**src/shared/orrx_pkg.sv**
```systemverilog
// Constants and types shared by the OR, return and rotate execution block.
package orrx_pkg;

  localparam int          DATA_W    = 8;
  localparam int          PC_W_DEF  = 12;
  localparam int          MSB_POS   = 7;
  localparam int          LSB_POS   = 0;
  localparam logic [7:0]  ACC_RST   = 8'h00;
  localparam logic [7:0]  BYTE_ZERO = 8'h00;
  localparam logic        ZERO_RST  = 1'b0;
  localparam logic        MIE_RST   = 1'b0;
  localparam logic        MIE_SET   = 1'b1;

  typedef enum logic [2:0] {
    OP_IDLE_INSTRUCTION      = 3'b000,
    OP_OR_MEM_TO_ACC         = 3'b001,
    OP_OR_IMM_TO_ACC         = 3'b010,
    OP_LOGICAL_OR_TO_MEMORY  = 3'b011,
    OP_SUBROUTINE_EXIT       = 3'b100,
    OP_SUBROUTINE_EXIT_VALUE = 3'b101,
    OP_INTERRUPT_EXIT        = 3'b110,
    OP_ROTATE_LEFT_MEMORY    = 3'b111
  } orrx_op_t;

endpackage : orrx_pkg

```
**src/shared/orrx_alu_if.sv**
```systemverilog
// Carrier between the execution core and its data path.
`timescale 1ns/1ps
interface orrx_alu_if;
  logic [7:0]       acc;
  logic [7:0]       mem;
  logic [7:0]       imm;
  orrx_pkg::orrx_op_t op;
  logic [7:0]       result;
  logic             zero;
  logic             acc_we;
  logic             mem_we;
  logic             zero_we;

  modport core (
    output acc,
    output mem,
    output imm,
    output op,
    input  result,
    input  zero,
    input  acc_we,
    input  mem_we,
    input  zero_we
  );

  modport alu (
    input  acc,
    input  mem,
    input  imm,
    input  op,
    output result,
    output zero,
    output acc_we,
    output mem_we,
    output zero_we
  );
endinterface : orrx_alu_if

```
**src/logic/orrx_alu.sv**
```systemverilog
// Combinational data path: OR forms, rotate left, immediate load and zero test.
`timescale 1ns/1ps
module orrx_alu (
  orrx_alu_if.alu dp
);

  function automatic logic is_zero(input logic [7:0] v);
    is_zero = (v == orrx_pkg::BYTE_ZERO);
  endfunction : is_zero

  always_comb begin
    dp.result  = orrx_pkg::BYTE_ZERO;
    dp.acc_we  = 1'b0;
    dp.mem_we  = 1'b0;
    dp.zero_we = 1'b0;
    unique case (dp.op)
      orrx_pkg::OP_IDLE_INSTRUCTION: begin
        dp.result = dp.acc; // RL1
      end
      orrx_pkg::OP_OR_MEM_TO_ACC: begin
        dp.result  = dp.acc | dp.mem; // RL2
        dp.acc_we  = 1'b1;
        dp.zero_we = 1'b1;
      end
      orrx_pkg::OP_OR_IMM_TO_ACC: begin
        dp.result  = dp.acc | dp.imm; // RL3
        dp.acc_we  = 1'b1;
        dp.zero_we = 1'b1;
      end
      orrx_pkg::OP_LOGICAL_OR_TO_MEMORY: begin
        dp.result  = dp.acc | dp.mem; // RL4
        dp.mem_we  = 1'b1;
        dp.zero_we = 1'b1;
      end
      orrx_pkg::OP_SUBROUTINE_EXIT: begin
        dp.result = dp.acc; // RL5
      end
      orrx_pkg::OP_SUBROUTINE_EXIT_VALUE: begin
        dp.result = dp.imm; // RL6
        dp.acc_we = 1'b1;
      end
      orrx_pkg::OP_INTERRUPT_EXIT: begin
        dp.result = dp.acc; // RL7
      end
      orrx_pkg::OP_ROTATE_LEFT_MEMORY: begin
        dp.result = {dp.mem[orrx_pkg::MSB_POS-1:orrx_pkg::LSB_POS],
                     dp.mem[orrx_pkg::MSB_POS]}; // RL9
        dp.mem_we = 1'b1;
      end
    endcase
  end

  assign dp.zero = is_zero(dp.result); // RL10

endmodule : orrx_alu

```
**src/logic/orrx_exec.sv**
```systemverilog
// Execution core for the OR, return and rotate instructions.
`timescale 1ns/1ps
// Overview of operation
// RL1: The idle instruction changes no register, memory byte or flag and just lets fetch go on.
// RL2: OR memory to accumulator writes accumulator OR memory byte into the accumulator and updates only the zero flag.
// RL3: OR immediate writes accumulator OR immediate operand into the accumulator and updates only the zero flag.
// RL4: OR into memory writes accumulator OR memory byte back to memory, keeps the accumulator and updates only the zero flag.
// RL5: Subroutine exit pops the stack top into the program counter and alters no flag.
// RL6: Exit with value pops the program counter and loads the immediate into the accumulator, altering no flag.
// RL7: Interrupt exit pops the program counter and sets the master interrupt enable to one, altering no status flag.
// RL8: A request already pending at interrupt exit is serviced before the interrupted program resumes.
// RL9: Rotate left moves the memory byte one place toward bit 7 with bit 7 wrapping into bit 0, altering no flag.
// RL10: Whenever the zero flag is updated it is set for an all-zero result and cleared otherwise.
module orrx_exec #(
  parameter int PC_W = orrx_pkg::PC_W_DEF
) (
  input  wire logic               clk_i,
  input  wire logic               sys_rst_i,
  input  wire logic               exec_valid_i,
  input  wire orrx_pkg::orrx_op_t exec_op_i,
  input  wire logic [7:0]         exec_imm_i,
  input  wire logic [7:0]         mem_rdata_i,
  input  wire logic [PC_W-1:0]    stack_top_i,
  input  wire logic               irq_pending_i,
  input  wire logic               mie_clear_i,
  output logic [7:0]              acc_o,
  output logic                    zero_flag_o,
  output logic                    mem_we_o,
  output logic [7:0]              mem_wdata_o,
  output logic                    stack_pop_o,
  output logic                    pc_load_o,
  output logic [PC_W-1:0]         pc_load_addr_o,
  output logic                    master_interrupt_enable_o,
  output logic                    irq_service_o,
  output logic                    exec_done_o
);

  logic [7:0]      acc_reg;
  logic            zero_reg;
  logic            mie_reg;
  logic            mem_we_reg;
  logic [7:0]      mem_wdata_reg;
  logic            pop_reg;
  logic [PC_W-1:0] pc_addr_reg;
  logic            irq_service_reg;
  logic            done_reg;
  logic            is_pop;
  logic            is_int_exit;
  logic            mie_next;

  orrx_alu_if dp ();

  assign dp.acc = acc_reg;
  assign dp.mem = mem_rdata_i;
  assign dp.imm = exec_imm_i;
  assign dp.op  = exec_op_i;

  orrx_alu u_alu (
    .dp (dp.alu)
  );

  assign is_int_exit = exec_valid_i && (exec_op_i == orrx_pkg::OP_INTERRUPT_EXIT);
  assign is_pop      = exec_valid_i &&
                       ((exec_op_i == orrx_pkg::OP_SUBROUTINE_EXIT) ||
                        (exec_op_i == orrx_pkg::OP_SUBROUTINE_EXIT_VALUE) ||
                        (exec_op_i == orrx_pkg::OP_INTERRUPT_EXIT));

  // The enable set by interrupt exit wins over a clear from the controller in the same cycle.
  always_comb begin
    mie_next = mie_reg;
    if (mie_clear_i) begin
      mie_next = 1'b0;
    end
    if (is_int_exit) begin
      mie_next = orrx_pkg::MIE_SET; // RL7
    end
  end

  always_ff @(posedge clk_i) begin
    if (sys_rst_i) begin
      acc_reg  <= orrx_pkg::ACC_RST;
      zero_reg <= orrx_pkg::ZERO_RST;
    end else if (exec_valid_i) begin
      if (dp.acc_we) begin
        acc_reg <= dp.result; // RL2 RL3 RL6
      end
      if (dp.zero_we) begin
        zero_reg <= dp.zero; // RL10
      end
    end
  end

  always_ff @(posedge clk_i) begin
    if (sys_rst_i) begin
      mem_we_reg    <= 1'b0;
      mem_wdata_reg <= orrx_pkg::BYTE_ZERO;
    end else begin
      mem_we_reg <= exec_valid_i && dp.mem_we; // RL4 RL9
      if (exec_valid_i && dp.mem_we) begin
        mem_wdata_reg <= dp.result;
      end
    end
  end

  always_ff @(posedge clk_i) begin
    if (sys_rst_i) begin
      pop_reg     <= 1'b0;
      pc_addr_reg <= '0;
    end else begin
      pop_reg <= is_pop; // RL5 RL6 RL7
      if (is_pop) begin
        pc_addr_reg <= stack_top_i;
      end
    end
  end

  always_ff @(posedge clk_i) begin
    if (sys_rst_i) begin
      mie_reg <= orrx_pkg::MIE_RST;
    end else begin
      mie_reg <= mie_next;
    end
  end

  // A pending request seen at interrupt exit is flagged in the same cycle as the new
  // program counter, so the sequencer vectors before fetching the resumed program.
  always_ff @(posedge clk_i) begin
    if (sys_rst_i) begin
      irq_service_reg <= 1'b0;
    end else begin
      irq_service_reg <= is_int_exit && irq_pending_i; // RL8
    end
  end

  always_ff @(posedge clk_i) begin
    if (sys_rst_i) begin
      done_reg <= 1'b0;
    end else begin
      done_reg <= exec_valid_i; // RL1
    end
  end

  assign acc_o                     = acc_reg;
  assign zero_flag_o               = zero_reg;
  assign mem_we_o                  = mem_we_reg;
  assign mem_wdata_o               = mem_wdata_reg;
  assign stack_pop_o               = pop_reg;
  assign pc_load_o                 = pop_reg;
  assign pc_load_addr_o            = pc_addr_reg;
  assign master_interrupt_enable_o = mie_reg;
  assign irq_service_o             = irq_service_reg;
  assign exec_done_o               = done_reg;

endmodule : orrx_exec

```
**config.mk**
```make
export PLATFORM = sky130hd
export DESIGN_NAME = orrx_exec
export DESIGN_NICKNAME = d
export VERILOG_FILES = /design/src/shared/orrx_pkg.sv /design/src/shared/orrx_alu_if.sv /design/src/logic/orrx_alu.sv /design/src/logic/orrx_exec.sv
export SDC_FILE = /design/constraint.sdc
export NUM_CORES = 1
export LEC_CHECK = 0
export ABC_AREA = 1
export BUFFER_PORTS_ARGS = -buffer_cell sky130_fd_sc_hd__buf_2
export CAP_MARGIN = 0
export CELL_PAD_IN_SITES_DETAIL_PLACEMENT = 0
export CELL_PAD_IN_SITES_GLOBAL_PLACEMENT = 2
export CORE_ASPECT_RATIO = 1.75
export CORE_MARGIN = 2
export CORE_UTILIZATION = 24
export DETAILED_ROUTE_END_ITERATION = 10
export HOLD_SLACK_MARGIN = 0.02
export PLACE_DENSITY_LB_ADDON = 0.1
export SLEW_MARGIN = 30
export SYNTH_ARGS = -nofsm -noshare
export SYNTH_HDL_FRONTEND = slang
export SYNTH_SLANG_ARGS = --single-unit
```
**constraint.sdc**
```tcl
create_clock -name clk_i -period 1.6 [get_ports clk_i]
set_clock_uncertainty 0.2 [all_clocks]
set_input_delay 0.24 -clock clk_i [delete_from_list [all_inputs] [get_ports clk_i]]
set_output_delay 0.24 -clock clk_i [all_outputs]
set_load 0.01 [all_outputs]
```
* Word-level counts from Yosys, hierarchy flattened *
Cells that the tools add are included.

word-level totals
  register bits after elaboration = 34
  latch bits = 0
  RAM bits = 0
  ROM bits = 0
  input port bits = 36
  logic and storage cells = 40
  memories = 0

operators by class
  $add $sub $neg = 0
  multipliers = 0
  div/mod/pow operators = 0
  $lt $le $gt $ge = 0
  equality and inequality tests = 7
  shift-type cells = 0
  muxes and demuxes = 6
  bitwise gates (word level) = 2
  reduce and logical (&&, ||, !) cells = 16

operators by type and width
  cell                  number
  $pmux W8 S5           1
  $or A8 B8 Y8          2
  $eq A3 B3 Y1 const B  4
  $reduce_or A3 Y1      3
  $logic_not A8 Y1      1
  $eq A3 B2 Y1 const B  2
  $mux W1               5
  $logic_and A1 B1 Y1   4
  $reduce_and A2 Y1     2
  $reduce_or A2 Y1      2
  $eq A3 B1 Y1 const B  1
  $logic_not A3 Y1      1
  $logic_or A1 B1 Y1    2
  $reduce_bool A2 Y1    1

* Longest topological paths before layout *
Gate-level depths: netlist of the first run.

  depth after elaboration = 4
  mapped depth = 11

* Modules after synthesis *
A second synthesis of the first run with hierarchy kept.

second synthesis, totals
  cells, all modules = 277
  area, all modules = 1736.7 um^2

modules (own cells, without submodules)
  module     instances  cells each  area each (um^2)
  orrx_exec  1          174         1286.2
  orrx_alu   1          103         450.4

* Worst setup path before layout of the first run *
No wires, ideal clock.

  path kind = input to register
  start = input exec_op_i[2]
  end = register acc_reg[6] (netlist: acc_o[6])
  data arrival time = 1.142 ns
  required time = 1.330 ns
  path slack = 0.189 ns
  cell stages on the path = 7
  path buffers = 3
  cells stage by stage = buf_4 o21ai_0 and3_1 buf_4 buf_6 o21ai_0 a21oi_1

on the way
  longest elaborated chain between the ends = 4

RTL lines
  what                                        RTL line         RTL
  start, declared                             orrx_exec.sv:20  input wire orrx_pkg::orrx_op_t exec_op_i,
  $eq A3 B3 Y1, or another cell as far along  orrx_alu.sv:16   unique case (dp.op)
  $reduce_or A3 Y1 (no line)                  -
  $mux W1                                     orrx_alu.sv:16
  $reduce_and A2 Y1 (no line)                 -
  end signal, assigned                        orrx_exec.sv:81  acc_reg <= orrx_pkg::ACC_RST;
  end signal, assigned                        orrx_exec.sv:85  acc_reg <= dp.result;
  end, declared                               orrx_exec.sv:38  logic [7:0] acc_reg;

Several ways; a longest one is shown, not always the timed one.
A chain may end at the register's enable or synchronous reset.

* Worst setup path in the final report of the first run *
  start = input exec_op_i[0]
  end = register zero_reg (netlist: zero_flag_o)

on the way
  longest elaborated chain between the ends = 4

RTL lines
  what                                                                   RTL line         RTL
  $eq A3 B3 Y1, or another cell as far along                             orrx_alu.sv:16
  $reduce_or A3 Y1 (no line) / $reduce_or A2 Y1 (equally long branches)  -
  $pmux W8 S5 / $mux W1 (equally long branches)                          orrx_alu.sv:16
  $logic_not A8 Y1 / $reduce_and A2 Y1 (equally long branches)           -
  end signal, assigned                                                   orrx_exec.sv:82  zero_reg <= orrx_pkg::ZERO_RST;
  end signal, assigned                                                   orrx_exec.sv:88  zero_reg <= dp.zero;
  end, declared                                                          orrx_exec.sv:39  logic zero_reg;

Several ways; a longest one is shown, not always the timed one.

==> results of run 1 <==
## metrics by stage
step	util, %	cells	worst slack [ns]
floorplan	-	226	0.189
global placement	33.9	391	-0.0849
CTS	36.6	400	0.191
detailed placement	33.9	391	-0.0871
global route	36.6	400	0.0984
finish	36.6	400	0.207
## area by class of cell
| cell class | instances | area, um^2 | share of cell area, % |
|---|---|---|---|
| repair buffers | 94 | 571 | 24.0 |
| well taps | 82 | 103 | 4.31 |
| inverters | 33 | 129 | 5.42 |
| multi-input cells | 149 | 729 | 30.7 |
| clock buffers | 8 | 166 | 7.00 |
| flip-flops and latches | 34 | 681 | 28.6 |
## cells in the mapped netlist, types with 3 or more instances
cell type and number:
nor2_2 8, nand2_1 37, nand3_1 14, a21oi_1 31
o21ai_0 34, nand3b_1 3, dfxtp_1 34, inv_1 31
clkbuf_1 4, buf_4 3, nor2_1 12
## routing by layer
layer,wire [um],up-vias,share of wire [%]
met5,0,-,0
met4,104,0,2.3
met3,206,6,4.5
met2,2440,48,53
met1,1830,721,40
li1,-,913,-
## cells by family after synthesis
| group | Yosys count | synth area share (%) |
|---|---|---|
| DFF | 34 | 42.4 |
| and+or+nand+nor | 82 | 24.4 |
| AOI/OAI and AO/OA | 67 | 21.1 |
| buffers and inverters | 43 | 12.1 |
## path summary, 6_finish.rpt
| path | startpoint | slack, ns | to | depth (start not counted) |
|---|---|---|---|---|
| max | exec_op_i[0] | 0.21 | zero_flag_o | 12 |
| min | irq_pending_i | 0.02 | irq_service_o | 2 |
| max reg2reg | acc_o[3] | 0.38 | zero_flag_o | 7 |
| min reg2reg | pc_load_addr_o[2] | 0.24 | pc_load_addr_o[2] | 2 |
## worst register-to-register path, cell delays in order (launching register included)
cell and delay [ns]:
dfxtp_1 0.32, inv_1 0.07, nor2_1 0.05, nor2_1 0.09, nand3b_1 0.11, nor2_1 0.12, nand3_1 0.08, a21oi_1 0.11
## sequential cells by signal, indices dropped and copies added, names as in the netlist
| name | flops |
|---|---|
| pc_load_addr_o | 12 |
| irq_service_o | 1 |
| pc_load_o | 1 |
| exec_done_o | 1 |
| zero_flag_o | 1 |
| mem_wdata_o | 8 |
| acc_o | 8 |
| mem_we_o | 1 |
| master_interrupt_enable_o | 1 |
## power breakdown
group | internal (mW) | switching [mW]
registers | 0.898 | 0.0265
logic | 0.196 | 0.225
clock network | 0.704 | 0.333
==> out/results.ini, run 1 <==
[floorplan]
die_area_mm2=0.00738
die_x_um=65.8
core_area_mm2=0.00649
initial_utilization_pct=24.7
die_h_um=112
fp-row-count=39
boundaryPins=71

[yosys]
synth_area_leaders=dfxtp_1, o21ai_0, a21oi_1
yosys_warnings=0
synth_top_area_share_pct=42.4
synth-main-ff-cell=dfxtp_1
ys_types=23
async_flop_share_pct=0
synth_cells=226
synth-edff-count=0
synthesis.nets=262
ys_seq_elements=34
ys_seq_area_share_pct=42.4
synth_area_leader_cell=dfxtp_1
syn_area_mm2=0.00160
avgSynthCellArea_um2=7.10

[grt]
grt_pass1_vias=1588
gr-usage-met1_pct=13.2
grtUsageMet2_pct=24.0
antenna_found_initial=0
grt_use_total_pct=12.8
grt_start_max_net_pins=26
globalRouteMet3Util_pct=1.50
grt_pass1_wl_um=7240
grt.busiest_layer=met2
gr-total-overflow=0

[clocking]
cts_tree=built
worstSkewPairLatency_ns=0.27
cts.hold.buffers_added=1
clock_sinks=34
root_buffer=clkbuf_16
clockBufferDepth=2
cts_resized=0
path_clk_slew_ns=0.05
cts_max_level=2
cts_setup_buffers=0
cts_made_buffers=5

[routing]
num_vias=1688
viasPerCell=4.22
wirelength_um=4580
wire_per_inst_um=11.5
drt-pass1-iter-count=4
drt-initial-drc-count=55
remaining_drc_errors=0
ant_nets=0

[setup_path]
start_kind=primary input
max_stage_delay_ns=0.14
crit_chain=buf_2, buf_4, inv_4, nor2_1, nand2_1, nand3_1, nand2_1, nor2_2, nand2_1, nor2_1, nand3_1, a21oi_1
crit_required_ns=1.61
crit_fanout=5
cp_top_family=simple AND/OR/NAND/NOR gates
crit_slowest_cell=nor2_2
cp_num_buf_inv=3
cp.arrival_ns=1.40
crit_path_frequent_cell=nand2_1
path_class=in -> reg
end_kind=flop

[finish]
final_cell_mix=buf_2, nand2_1, o21ai_0, dfxtp_1
nFillCells=712
final_layout_size_suffix_gt1_share_pct=35.8
design_area_mm2=0.00238
n_antenna_cell=0
mostFrequentLayoutCell=buf_2
area_growth_pct=48.3
layout.nets=353

[sta]
rsz0062_at_grt=no
worst_pin_slew_ns=0.223
setup_viol=0
hold_viol_final=0
period_needed_ns=1.39
finalCritPeriodShare_pct=87.0
drv_slew=0
holdWs_ns=0.0230
tns_ns=0
max_freq_ghz=0.718
slew_headroom_pct=85.0

[run]
max-cap-violations=0

[power_and_ir_drop]
p_leak_nw=1.21
p_total_mw=2.38
ir_worst_vdd_uv=436
power_density_mw_per_mm2=1000

[placement]
place.gp.congestion=0.814
dpl_cell_area_mm2=0.00220
port_buffers=70
dp_hpwl_um=3760

[outcome]
status=finished, final reports clean

[worst_hold_path]
min_path_type=in -> reg

Power figures use the tool's default switching activity.
==> inputs of run 2 (changes only) <==
Settings changed: ABC_AREA 1 to not set, CORE_UTILIZATION 24 to 26.
==> run 2 against run 1 <==
Net effect:
- combinational power is 4% lower
- clock power is 37% lower
- first-iteration DRC count is 7.3% lower
- synthesized cell count is 16% lower
- core utilization is 3.2 points higher
- worst hold slack better by 0.039 ns
- sequential power is 2.8% lower
- worst setup slack worse by 0.042 ns
- register-to-register slack worse by 0.19 ns
- critical path depth is 6 lower
- synthesized area is 0.78% higher
- die area is 6.6% lower
- critical path type unchanged
- highest routed layer unchanged
==> out/results.ini, run 2 <==
[outcome]
status=finished, final reports clean

[worst_hold_path]
min_path_type=in -> reg

[run]
max-cap-violations=0  ; unchanged

[sta]
tns_ns=0  ; unchanged
worst_pin_slew_ns=0.330  ; +0.107 ns
finalCritPeriodShare_pct=89.7  ; +2.6 points
period_needed_ns=1.43  ; +0.0423 ns
max_freq_ghz=0.697  ; -2.9%
setup_ws_ns=0.165  ; -0.0423 ns
rsz0062_at_grt=no
hold_viol_final=0  ; unchanged
setup_viol=0  ; unchanged
slew_headroom_pct=78.0  ; -7.0 points
drv_slew=0  ; unchanged

[placement]
dp_hpwl_um=3800  ; +1.2%
port_buffers=70  ; unchanged
place_ws_ns=-0.146  ; -0.0593 ns
dpl_cell_area_mm2=0.00220  ; -0.17%
place.gp.congestion=0.836  ; +2.7%
dpl.cell_count=350  ; -10%

[floorplan]
initial_utilization_pct=26.6  ; +1.8 points
die_x_um=63.6  ; -3.3%
core_area_mm2=0.00609  ; -6.2%
boundaryPins=71  ; unchanged
fp-row-count=38  ; -2.6%
die_area_mm2=0.00689  ; -6.6%
die_h_um=108  ; -3.4%

[finish]
largest_reg_flops=12  ; unchanged
design_area_mm2=0.00242  ; +1.9%
mostFrequentLayoutCell=buf_2
final_layout_size_suffix_gt1_share_pct=39.2  ; +3.3 points
area_growth_pct=49.9
n_antenna_cell=0  ; unchanged
layout.nets=326  ; -7.6%
final_cell_mix=buf_2, dfxtp_1, nand2_1
fin_cells=371  ; -7.2%

[grt]
grt_pass1_wl_um=7910  ; +9.2%
antenna_found_initial=0  ; unchanged
grt_start_max_net_pins=32  ; +23%
grt_use_total_pct=14.6  ; +1.8 points
gr-total-overflow=0  ; unchanged
grt_pass1_vias=1661  ; +4.6%

[power_and_ir_drop]
seqPwrFrac_pct=45.8  ; +7.0 points
power_density_mw_per_mm2=809  ; -19%
p_clk_share_pct=33.5  ; -10 points
power_frac_comb_pct=20.7  ; +3.0 points
p_leak_nw=1.13  ; -6.7%
netSwitchingFraction_pct=27.1  ; +2.6 points
p_int_mw=1.43  ; -20%
switchingPower_mw=0.532  ; -9.0%
ir_worst_vdd_uv=340  ; -22%

[clocking]
cts_made_buffers=5  ; unchanged
cts_max_level=2  ; unchanged
clockBufferDepth=2  ; unchanged
path_clk_slew_ns=0.07  ; +0.02 ns
root_buffer=clkbuf_8
clock_sinks=34  ; unchanged
cts_tree=built
worstSkewPairLatency_ns=0.28  ; about the same
cts_setup_buffers=0  ; unchanged

[yosys]
async_flop_share_pct=0  ; unchanged
synth_area_leader_cell=dfxtp_1
syn_area_mm2=0.00162  ; +0.78%
synth_cells=190  ; -16%
yosys_warnings=0  ; unchanged
synth-edff-count=0  ; unchanged
ys_seq_area_share_pct=42.1  ; -0.33 points
synth-main-ff-cell=dfxtp_1
ys_seq_elements=34  ; unchanged
synth_top_area_share_pct=42.1  ; -0.33 points
ys_top_cells_by_count=dfxtp_1, nand2_1, nor2_1
ys_types=40  ; +74%
synth_area_leaders=dfxtp_1, nand2_1, a21oi_1
synthesis.nets=226  ; -14%
synth_most_common_cell=dfxtp_1
avgSynthCellArea_um2=8.51  ; +20%

[routing]
drt-pass1-iter-count=4  ; unchanged
wire_per_inst_um=13.1  ; +14%
num_vias=1678  ; -0.59%
drt-initial-drc-count=51  ; -7.3%
remaining_drc_errors=0  ; unchanged
wirelength_um=4840  ; +5.7%
viasPerCell=4.52  ; +7.2%
ant_nets=0  ; unchanged

[setup_path]
crit_fanout=13  ; +8
path_class=in -> reg
start_kind=primary input
end_kind=flop
crit_required_ns=1.58  ; -0.03 ns
cp.arrival_ns=1.41  ; about the same

## run 2: cell count changes after synthesis, moves of 8 or more
cell     previous run  this run
o21ai_0            34         1
a21oi_1            31        21
nor2_1             12        23
inv_1              31         4
nand3_1            14         3
nand2_1            37        29
## run 2: kinds of logic (layout without fill, tap and decap cells)
| family | Yosys count | in the layout | share of synthesized area, % |
|---|---|---|---|
| mux | 6 | 6 | 3.72 |
| compound gates | 56 | 56 | 24.3 |
| flops | 34 | 34 | 42.1 |
| simple gates | 76 | 76 | 22.8 |
| buf+inv | 18 | 119 | 7.04 |
## run 2: path summary, 6_finish.rpt
kind / to / start / cells after the start / slack, ns
worst max-delay path: zero_flag_o / exec_op_i[2] / 6 / 0.17
worst min register to register: pc_load_addr_o[8] / pc_load_addr_o[8] / 2 / 0.25
worst min-delay path: master_interrupt_enable_o / mie_clear_i / 4 / 0.06
worst max register to register: zero_flag_o / acc_o[2] / 4 / 0.19
## run 2: power groups by stage
stage / Clock (mW) / Combinational (mW) / Sequential, mW
2_1_floorplan: 0 / 0.190 / 0.936
3_3_place_gp: 0 / 0.390 / 0.919
3_5_place_dp: 0 / 0.386 / 0.919
4_1_cts: 0.696 / 0.411 / 0.899
5_1_grt: 0.726 / 0.450 / 0.904
6_report: 0.657 / 0.406 / 0.899
## run 2: cell type report
cell class / count / area, um^2
Fill cell: 698 / 3660
Multi-Input combinational cell: 138 / 822
Timing Repair Buffer: 107 / 711
Sequential cell: 34 / 681
Tap cell: 80 / 100
Clock buffer: 6 / 82.6
Inverter: 4 / 15.0
Clock inverter: 2 / 12.5
## run 2: repair_timing
action,CTS,global route
hold endpoints to repair,13,0
gates resized for setup,0,0
hold buffers,13,0
## run 2: layer usage
metal / part of all wire (%) / vias up / GRT usage, % / routed length (um)
met2: 52 / 56 / 26.8 / 2510
met4: 2.9 / 0 / 6.99 / 138
li1: - / 865 / - / -
met5: 0 / - / 0 / 0
met3: 5.4 / 9 / 2.50 / 260
met1: 40 / 748 / 15.9 / 1930
## run 2: metrics by stage
stage               total power [mW]  hold slack [ns]  util [%]
finish                          1.96           0.0623      39.8
global route                    2.08            0.124      39.8
CTS                             2.01           0.0583      39.8
detailed placement              1.31            0.244      36.1
global placement                1.31            0.240      36.1
floorplan                       1.13            0.176         -
## run 2: worst max-delay path, stage by stage
cell and delay (ns):
buf_2 0.23, and2_4 0.21, a22oi_1 0.08, o2bb2ai_1 0.32, nor4_1 0.11, a31o_1 0.22
